[config.mk]
export PLATFORM = sky130hd
export DESIGN_NAME = dbgbk_top
export DESIGN_NICKNAME = d
export VERILOG_FILES = /design/src/hw/dbgbk_addr_match.v /design/src/hw/dbgbk_cmd_decode.v /design/src/hw/dbgbk_top.v
export VERILOG_INCLUDE_DIRS = /design/src /design/src/hw
export SDC_FILE = /design/constraint.sdc
export NUM_CORES = 1
export LEC_CHECK = 0
export BUFFER_PORTS_ARGS = -buffer_cell sky130_fd_sc_hd__buf_2
export CORE_MARGIN = 2
export CORE_UTILIZATION = 45
export DETAILED_ROUTE_END_ITERATION = 10
export HOLD_SLACK_MARGIN = 0.06
export PLACE_DENSITY = 0.74
export REMOVE_ABC_BUFFERS = 1
export SKIP_CTS_REPAIR_TIMING = 1
export SLEW_MARGIN = 20
export SYNTH_ARGS = -nofsm -noshare
export SYNTH_HDL_FRONTEND = slang
export SYNTH_SLANG_ARGS = --single-unit
[constraint.sdc]
create_clock -name clk -period 1.6 [get_ports clk]
set_input_delay 0.32 -clock clk [delete_from_list [all_inputs] [get_ports clk]]
set_output_delay 0.32 -clock clk [all_outputs]
set_load 0.05 [all_outputs]
[src/hw/dbgbk_defs.vh]
`ifndef DBGBK_DEFS_VH
`define DBGBK_DEFS_VH
// Status/control bit positions
`define DBGBK_PERMIT_BIT    7
`define DBGBK_ACTIVE_BIT    6
`define DBGBK_BKEN_BIT      5
`define DBGBK_TYPE_BIT      4
`define DBGBK_CLKSEL_BIT    3
`define DBGBK_WS_BIT        2
`define DBGBK_WSF_BIT       1
`define DBGBK_DVF_BIT       0
// Serial command codes
`define DBGBK_CMD_BACKGROUND 8'h90
`define DBGBK_CMD_READ_STAT  8'he4
`define DBGBK_CMD_WRITE_CTL  8'hc4
`define DBGBK_CMD_MATCH_RD   8'he2
`define DBGBK_CMD_MATCH_WR   8'hc2
`define DBGBK_CMD_GO         8'h08
// Reset values
`define DBGBK_CTL_RESET      8'h00
`define DBGBK_MATCH_RESET    16'hffff
`endif

[src/hw/dbgbk_addr_match.v]
`timescale 1ns/10ps
// Address comparator with combinational hit
module dbgbk_addr_match #(
  parameter AW = 16
) (
  input  wire          clk,        // System clock
  input  wire          sys_rst,    // Synchronous reset
  input  wire [AW-1:0] cpuAddr,    // CPU address bus
  input  wire          cpuAccess,  // Access strobe this cycle
  input  wire [AW-1:0] matchAddr,  // Breakpoint match value
  output wire          hitNow      // Combinational hit
);
  // Compare on every access; no sampling delay so the tag meets its fetch
  assign hitNow = cpuAccess && (cpuAddr == matchAddr);
endmodule // dbgbk_addr_match

[src/hw/dbgbk_cmd_decode.v]
`timescale 1ns/10ps
`include "dbgbk_defs.vh"
// Command byte decoder; one-hot strobes qualified by cmdValid
module dbgbk_cmd_decode (
  input  wire [7:0] cmdCode,    // Command code
  input  wire       cmdValid,   // Command strobe
  output wire       isBackgnd,  // Background request
  output wire       isRdStat,   // Status read
  output wire       isWrCtl,    // Control write
  output wire       isMatchRd,  // Match read
  output wire       isMatchWr,  // Match write
  output wire       isGo        // Resume user program
);
  // Plain equality decode
  assign isBackgnd = cmdValid && (cmdCode == `DBGBK_CMD_BACKGROUND);
  assign isRdStat  = cmdValid && (cmdCode == `DBGBK_CMD_READ_STAT);
  assign isWrCtl   = cmdValid && (cmdCode == `DBGBK_CMD_WRITE_CTL);
  assign isMatchRd = cmdValid && (cmdCode == `DBGBK_CMD_MATCH_RD);
  assign isMatchWr = cmdValid && (cmdCode == `DBGBK_CMD_MATCH_WR);
  assign isGo      = cmdValid && (cmdCode == `DBGBK_CMD_GO);
endmodule // dbgbk_cmd_decode

[src/hw/dbgbk_top.v]
// Summary of operation
// - Every CPU address is compared with the 16-bit match register.
// - Forced type: any access to match address enters background at next boundary.
// - Tagged type: match tags opcode; background only if it reaches queue end.
// - Breakpoint enable bit 5 resets low; when low no breakpoint is requested.
// - Type select bit 4: one forced, zero tagged.
// - Registers reachable only by serial commands, never by user program.
// - Permit bit 7 writes ignored while in active background mode.
// - Permit zero blocks background entry; normal reset clears it.
// - Four status bits are read-only; control writes never change them.
// - Active flag bit 6 is one in background mode, zero when running.
// - Clock select bit 3 resets zero, one selects bus clock, always writable.
// - Wait/stop bit 2 set in wait/stop or when background pulled CPU out.
// - Background command pulls CPU out of wait or stop.
// - Wait/stop failure bit 1 set when access command fails from wait/stop.
// - Data-valid failure bit 0 present but unused.
// - Background command 90 enters background only with permit set.
// - Command E4 returns the eight status bits.
// - Command C4 writes the control bits.
// - Command E2 reads match register sixteen bits; C2 writes it.
`timescale 1ns/10ps
`include "dbgbk_defs.vh"
module dbgbk_top #(
  parameter AW = 16
) (
  input  wire          clk,           // System clock
  input  wire          sys_rst,       // Synchronous reset, active high
  input  wire [7:0]    cmdCode,       // Decoded serial command byte
  input  wire          cmdValid,      // Command strobe, one cycle
  input  wire [15:0]   cmdWrData,     // Write data; control uses low byte
  output reg  [15:0]   cmdRdData,     // Read data for status or match
  output reg           cmdRdValid,    // Read data valid pulse
  input  wire [AW-1:0] cpuAddr,       // CPU address bus
  input  wire          cpuAccess,     // CPU bus access strobe
  input  wire          cpuOpFetch,    // Access is an opcode fetch
  input  wire          cpuInstrBound, // Instruction boundary pulse
  input  wire          cpuQueueEnd,   // Opcode at end of queue pulse
  input  wire          cpuWaitStop,   // CPU in wait or stop
  input  wire          memCmdFail,    // Access command hit wait/stop
  output wire          bkgndRequest,  // Enter background now
  output wire          tagExecBlock,  // Queue-end opcode is tagged
  output wire          commClockBus   // Comm clock select (1 bus clock)
);
  reg  [15:0] matchAddr_reg;          // Breakpoint match address
  reg         permit_reg;
  reg         active_reg;
  reg         bkEnable_reg;
  reg         typeForced_reg;
  reg         clkSel_reg;
  reg         wsFromBg_reg;
  reg         wsFail_reg;
  reg         forcePend_reg;
  reg         tagFlag_reg;            // Tag carried with fetched opcode
  wire        hitNow;
  wire        isBackgnd;
  wire        isRdStat;
  wire        isWrCtl;
  wire        isMatchRd;
  wire        isMatchWr;
  wire        isGo;
  wire        enterBg;
  wire [7:0]  statusByte;
  wire [7:0]  ctlReset = `DBGBK_CTL_RESET; // Named reset byte, sliced per bit

  dbgbk_addr_match #(.AW(AW)) uMatch (
    .clk       (clk),
    .sys_rst   (sys_rst),
    .cpuAddr   (cpuAddr),
    .cpuAccess (cpuAccess),
    .matchAddr (matchAddr_reg[AW-1:0]),
    .hitNow    (hitNow)
  );

  // Only serial commands reach the registers; no CPU write path exists
  dbgbk_cmd_decode uDec (
    .cmdCode   (cmdCode),
    .cmdValid  (cmdValid),
    .isBackgnd (isBackgnd),
    .isRdStat  (isRdStat),
    .isWrCtl   (isWrCtl),
    .isMatchRd (isMatchRd),
    .isMatchWr (isMatchWr),
    .isGo      (isGo)
  );

  // Forced hit waits for the next instruction boundary
  always @(posedge clk) begin
    if (sys_rst) begin
      forcePend_reg <= 1'b0;
    end else if (active_reg) begin
      forcePend_reg <= 1'b0;
    end else if (bkEnable_reg && typeForced_reg && hitNow) begin
      forcePend_reg <= 1'b1;
    end else if (cpuInstrBound) begin
      forcePend_reg <= 1'b0;
    end
  end

  // Tag follows the opcode fetch; cleared at queue end or while active
  always @(posedge clk) begin
    if (sys_rst) begin
      tagFlag_reg <= 1'b0;
    end else if (cpuAccess && cpuOpFetch) begin
      tagFlag_reg <= bkEnable_reg && !typeForced_reg && hitNow;
    end else if (cpuQueueEnd || active_reg) begin
      tagFlag_reg <= 1'b0;
    end
  end

  // Breakpoint requests are only honoured when background is permitted
  assign tagExecBlock = permit_reg && tagFlag_reg && cpuQueueEnd;
  assign enterBg      = permit_reg && !active_reg &&
                        ((forcePend_reg && cpuInstrBound) || tagExecBlock ||
                         isBackgnd);
  assign bkgndRequest = enterBg;
  assign commClockBus = clkSel_reg;

  // Control bits; status bits are not in this write path
  always @(posedge clk) begin
    if (sys_rst) begin
      permit_reg     <= ctlReset[`DBGBK_PERMIT_BIT];
      bkEnable_reg   <= ctlReset[`DBGBK_BKEN_BIT];
      typeForced_reg <= ctlReset[`DBGBK_TYPE_BIT];
      clkSel_reg     <= ctlReset[`DBGBK_CLKSEL_BIT];
    end else if (isWrCtl) begin
      if (!active_reg) begin
        permit_reg <= cmdWrData[`DBGBK_PERMIT_BIT];
      end
      bkEnable_reg   <= cmdWrData[`DBGBK_BKEN_BIT];
      typeForced_reg <= cmdWrData[`DBGBK_TYPE_BIT];
      clkSel_reg     <= cmdWrData[`DBGBK_CLKSEL_BIT];
    end
  end

  // Match register written by its own command
  always @(posedge clk) begin
    if (sys_rst) begin
      matchAddr_reg <= `DBGBK_MATCH_RESET;
    end else if (isMatchWr) begin
      matchAddr_reg <= cmdWrData;
    end
  end

  // Active flag and wait/stop tracking
  always @(posedge clk) begin
    if (sys_rst) begin
      active_reg   <= 1'b0;
      wsFromBg_reg <= 1'b0;
    end else if (enterBg) begin
      active_reg   <= 1'b1;
      wsFromBg_reg <= cpuWaitStop;
    end else if (isGo && active_reg) begin
      active_reg   <= 1'b0;
      wsFromBg_reg <= 1'b0;
    end
  end

  // Failure flag sticks until next background entry (host recovery point)
  always @(posedge clk) begin
    if (sys_rst) begin
      wsFail_reg <= 1'b0;
    end else if (memCmdFail && cpuWaitStop) begin
      wsFail_reg <= 1'b1;
    end else if (enterBg) begin
      wsFail_reg <= 1'b0;
    end
  end

  // Status assembly; data-valid failure hardwired low
  assign statusByte = {permit_reg, active_reg, bkEnable_reg, typeForced_reg,
                       clkSel_reg, (cpuWaitStop && !active_reg) || wsFromBg_reg,
                       wsFail_reg, 1'b0};

  // Read answers registered one cycle after the command strobe
  always @(posedge clk) begin
    if (sys_rst) begin
      cmdRdData  <= 16'h0000;
      cmdRdValid <= 1'b0;
    end else begin
      cmdRdValid <= isRdStat || isMatchRd;
      if (isRdStat) begin
        cmdRdData <= {8'h00, statusByte};
      end else if (isMatchRd) begin
        cmdRdData <= matchAddr_reg;
      end
    end
  end
endmodule // dbgbk_top

==> results_dict.tcl, run 1 <==
set metrics [dict create \
    critical_path_class "flop to primary output" \
    outcome "finished, violations left" \
    pin_count 69 \
    synth_area_um2 1992 \
    grt_usage_pct 20.03 \
    syn_area_per_cell_um2 9.265 \
    grt_pass1_wl_um 7990 \
    ant_nets 0 \
    die-area_um2 4974 \
    period_minus_slack_ns 1.674 \
    skew_ns 0.008754 \
    drive_above_1_share_pct 34.68 \
    fmax_ghz 0.5975 \
    clock-sinks 42 \
    drtIter0Drc 90 \
    drc_errors 0 \
    drt-total-wl_um 4904 \
    clkSlewWorstSetupHoldPaths_ns 0.08 \
    crit_slowest_cell "dfxtp_2" \
    htree_levels 2 \
    ys.warnings.count 0 \
    setup_viol 1 \
    diodes 0 \
    holdPathEnd "matchAddr_reg[1]" \
    grt_pass1_vias 1809 \
    crit_required_ns 1.28 \
    holdPathStages 3 \
    cts_buffer_depth 2 \
    start_util_pct 46.39 \
    rsz0062_at_grt "true" \
    num_vias 1798 \
    final_cell_mix "65 x buf_2, 41 x dfxtp_1, 39 x nand2_1" \
    ff2ff_path_depth 4 \
    final_nets 346 \
    reg2reg_to "forcePend_reg" \
    cts_buffers 5 \
    wire_per_inst_um 14.05 \
    hold_class "input pin to flop" \
    synth_seq_cells 42 \
    gr-total-overflow 0 \
    synth.yosys.seq_area_share_pct 42.21 \
    cp-end-kind "primary output" \
    core_area_um2 4294 \
    finalCritPeriodShare_pct 104.6 \
    grt_start_max_net_pins 23 \
    first_pass_iters 4 \
    powerDensity_nw_per_um2 795.0 \
    worst_pin_slew_ns 0.3397 \
    finalHoldViolations 0 \
    io_buffers 68 \
    final_common_cell "buf_2" \
    crit_path_max_incr_delay_ns 0.38 \
    clk_latency_ns 0.30 \
    cts-root-buf "clkbuf_8" \
    whs_ns 0.2300 \
    detailed_place_hpwl_um 3596 \
    gp_congestion 0.8549 \
    setup_slack_ns -0.07372 \
    yosys.cell_types.count 37 \
    antenna_found_initial 0 \
    synth_cells 215 \
    cp.arrival_ns 1.35 \
    area_growth_pct 31.72 \
    p_leak_nw 1.286 \
    maxSlewHeadroom_pct 77.15 \
    viasPerCell 5.152 \
    crit_path_cell_trace "nand3_2 -> a311o_1 -> inv_2 -> buf_8" \
    row_count 24 \
    die_x_um 70.53 \
    violations "setup timing" \
    min-delay-start "cmdWrData[1]" \
    fin_util_pct 61.10 \
    die_h_um 70.53 \
    cts_tree "built" \
    max_cap_violations 0 \
    crit_fanout 4 \
    rrSetupSlack_ns 0.22 \
    drv_slew 0 \
    startpoint_type "flop" \
    reg2reg_from "matchAddr_reg[1]" \
    vdd.ir_drop.worst_mv 0.3702 \
]
[power breakdown]
part / switching (mW) / internal [mW]
Sequential: 0.00280 / 1.05
Combinational: 0.0846 / 0.0935
Clock: 0.357 / 0.499
[how the worst max path moves through the flow]
stage	from	end	slack, ns	depth (start not counted)
6_report	permit_reg	bkgndRequest	-0.07	4
3_5_place_dp	cmdCode[5]	bkgndRequest	-0.19	6
3_3_place_gp	cmdCode[5]	bkgndRequest	-0.19	6
5_1_grt	cmdCode[5]	bkgndRequest	-0.15	6
2_1_floorplan	cmdCode[0]	cmdRdData[1]	-0.20	4
4_1_cts	permit_reg	bkgndRequest	-0.27	4
[final cells by class]
class,instances,area (um^2)
inverter,3,11.26
clock inverter,1,30.03
timing repair buffer,86,510.5
tap,52,65.06
fill,403,1670
multi-input combinational,159,1082
clock buffer,6,82.58
sequential,42,842.1
[worst max-delay path: cells and delay by family (launching register included)]
kind	cells	cell delay, ns
buffers and inverters	2	0.22
flip-flops	1	0.38
AND/OR/NAND/NOR	1	0.09
AO/OA/AOI/OAI	1	0.35
[synthesized netlist by cell type, drive strengths merged]
cell	count	share of area [%]
nor4bb	1	0.50
nand4b	2	0.88
o31ai	2	0.75
nand3b	19	7.2
nand2	39	7.3
inv	3	0.57
a21oi	3	0.75
or3	1	0.31
a211oi	6	2.3
o21ai	1	0.25
and4b	1	0.50
or4b	1	0.69
nor2	21	4.0
nand4	2	0.63
xor2	15	6.6
nor4	4	1.6
clkbuf	5	0.94
nor4b	3	2.7
mux2i	20	10
nand2b	3	0.94
nor3	2	1.1
a311o	1	0.50
o22ai	1	0.31
nand3	6	1.5
buf	5	2.0
nor2b	2	0.63
dlymetal6s2s	1	0.63
a21o	1	0.38
dfxtp	42	42
nor3b	1	0.94
xnor2	1	0.44
[routing by layer]
metal  track usage (%)  part of all wire, %  vias up
li1                  -                    -      904
met1             22.73                   42      838
met2             35.85                   51       49
met3             4.416                  5.0        7
met4             9.224                  1.7        0
met5                 0                    0        -
[cell families (layout without fill, tap and decap cells)]
family	count (synthesis)	in the layout	share of synthesized area (%)
flip-flops	42	42	42.21
buffers and inverters	14	96	4.146
multiplexers	20	20	10.05
AND/OR/NAND/NOR	108	108	31.34
XOR/XNOR	16	16	7.035
AO/OA/AOI/OAI	15	15	5.213
[metrics by stage]
stage | instance area [um^2] | TNS, ns | std cells | setup slack [ns] | power [mW]
floorplan | 1921 | -2.429 | 204 | -0.2019 | 1.131
global placement | 2474 | -0.4054 | 342 | -0.1876 | 1.246
detailed placement | 2474 | -0.4847 | 342 | -0.1882 | 1.248
CTS | 2586 | -0.2650 | 349 | -0.2650 | 2.094
global route | 2624 | -0.1455 | 349 | -0.1455 | 2.141
finish | 2624 | -0.07372 | 349 | -0.07372 | 2.086
Note: power is estimated with default switching activity, not from simulation.
==> run 2: changes to the inputs <==
- PLACE_DENSITY: 0.74 -> 0.76
- SKIP_LAST_GASP: default -> 1
==> run 2 against run 1 <==
  * Power fell by 9.3%
  * The run still ends with setup timing left
  * Worst setup slack got worse by 0.047 ns
  * Register-to-register slack got worse by 0.08 ns
  * Die area did not move
  * Highest routed layer unchanged
  * Global-route usage fell by 0.78 points
==> results_dict.tcl, run 2 (synthesized netlist as in run 1, its figures left out) <==
set metrics [dict create \
    netSwitchingPower_mw 0.4459 \
    clkSlewWorstSetupHoldPaths_ns 0.08 \
    first_pass_iters 4 \
    intPower_mw 1.447 \
    drt-total-wl_um 4742 \
    drc_errors 0 \
    startpoint_type "input pin" \
    maxSlewHeadroom_pct 75.95 \
    cts_buffer_depth 2 \
    drv_slew 0 \
    grt_pass1_vias 1711 \
    min-delay-start "cmdWrData[11]" \
    critical_path_class "input pin to primary output" \
    grt_start_max_net_pins 24 \
    finalHoldViolations 0 \
    vdd.ir_drop.worst_mv 0.3775 \
    final_cell_mix "67 x buf_2, 41 x dfxtp_1, 39 x nand2_1" \
    fmax_ghz 0.5812 \
    reg2reg_from "matchAddr_reg[1]" \
    clk_latency_ns 0.29 \
    diodes 0 \
    skew_ns 0.004364 \
    power_frac_comb_pct 9.3 \
    viasPerCell 5.133 \
    drive_above_1_share_pct 33.11 \
    swShare_pct 23.56 \
    wire_per_inst_um 13.74 \
    gp_congestion 0.9743 \
    fin_util_pct 59.70 \
    reg2reg_to "forcePend_reg" \
    die_h_um 70.53 \
    holdPathStages 3 \
    num_vias 1771 \
    dpl_cell_area_um2 2461 \
    start_util_pct 46.39 \
    p_leak_nw 1.257 \
    cts_tree "built" \
    final_common_cell "buf_2" \
    core_area_um2 4294 \
    cts_buffers 5 \
    fin_area_um2 2564 \
    final_nets 341 \
    setup_viol 1 \
    instances_no_fill 345 \
    cts-root-buf "clkbuf_8" \
    crit_required_ns 1.28 \
    power_frac_clock_pct 35.2 \
    hold_class "input pin to flop" \
    crit_fanout 2 \
    clock-sinks 42 \
    setup_slack_ns -0.1206 \
    pre_cts_ws_ns -0.2424 \
    antenna_found_initial 0 \
    p_seq_share_pct 55.5 \
    cp.arrival_ns 1.40 \
    htree_levels 2 \
    ff2ff_path_depth 4 \
    powerDensity_nw_per_um2 738.3 \
    power_mw 1.893 \
    io_buffers 68 \
    dp_cells 337 \
    violations "setup timing" \
    rrSetupSlack_ns 0.14 \
    area_growth_pct 28.71 \
    outcome "finished, violations left" \
    grt_usage_pct 19.25 \
    worst_pin_slew_ns 0.3608 \
    pin_count 69 \
    detailed_place_hpwl_um 3605 \
    die-area_um2 4974 \
    finalCritPeriodShare_pct 107.5 \
    period_minus_slack_ns 1.721 \
    ant_nets 0 \
    die_x_um 70.53 \
    holdPathEnd "matchAddr_reg[11]" \
    max_cap_violations 0 \
    rsz0062_at_grt "true" \
    drtIter0Drc 109 \
    grt_pass1_wl_um 7631 \
    gr-total-overflow 0 \
    cp-end-kind "primary output" \
    row_count 24 \
]
-- run 2: cell types whose count changed in the layout (fill, tap and decap cells not counted), sizes merged --
cell    before  now
bufinv       1    0
buf         86   81
clkinv       0    2
-- run 2: cell type report --
class | count | area (um^2)
fill | 399 | 1730
multi-input combinational | 159 | 1077
sequential | 42 | 842.1
timing repair buffer | 81 | 481.7
clock buffer | 6 | 72.57
tap | 52 | 65.06
clock inverter | 2 | 13.76
inverter | 3 | 11.26
-- run 2: power groups by stage --
stage	sequential (mW)	clock, mW	combinational (mW)
after detailed placement	1.08	0	0.173
after global routing	1.05	0.726	0.190
after CTS	1.05	0.691	0.173
final	1.05	0.667	0.175
after floorplan	1.08	0	0.0508
after global placement	1.08	0	0.170
-- run 2: critical path, cell delays in order --
cell	delay, ns
buf_2	0.12
nor4b_4	0.30
nand4_1	0.13
a311o_1	0.31
inv_2	0.07
buf_6	0.15
-- run 2: worst max path at each step --
stage / startpoint / to / slack (ns)
floorplan: cmdCode[0] / cmdRdData[1] / -0.20
global placement: cmdCode[5] / bkgndRequest / -0.19
detailed placement: cmdCode[5] / bkgndRequest / -0.24
CTS: cmdCode[5] / bkgndRequest / -0.25
global route: cmdCode[5] / bkgndRequest / -0.19
finish: cmdCode[5] / bkgndRequest / -0.12
-- run 2: metal layers --
metal | vias up | track usage (%) | part of all wire [%]
li1 | 893 | - | -
met2 | 50 | 33.96 | 50
met4 | 0 | 6.918 | 1.1
met5 | - | 0 | 0
met3 | 6 | 3.561 | 5.7
met1 | 822 | 23.54 | 43
-- run 2: through the flow --
stage	setup TNS, ns	hold slack (ns)
floorplan	-2.429	0.3891
global placement	-0.4147	0.4537
detailed placement	-0.5505	0.4700
CTS	-0.2493	0.2257
global route	-0.1866	0.2389
finish	-0.1206	0.2344
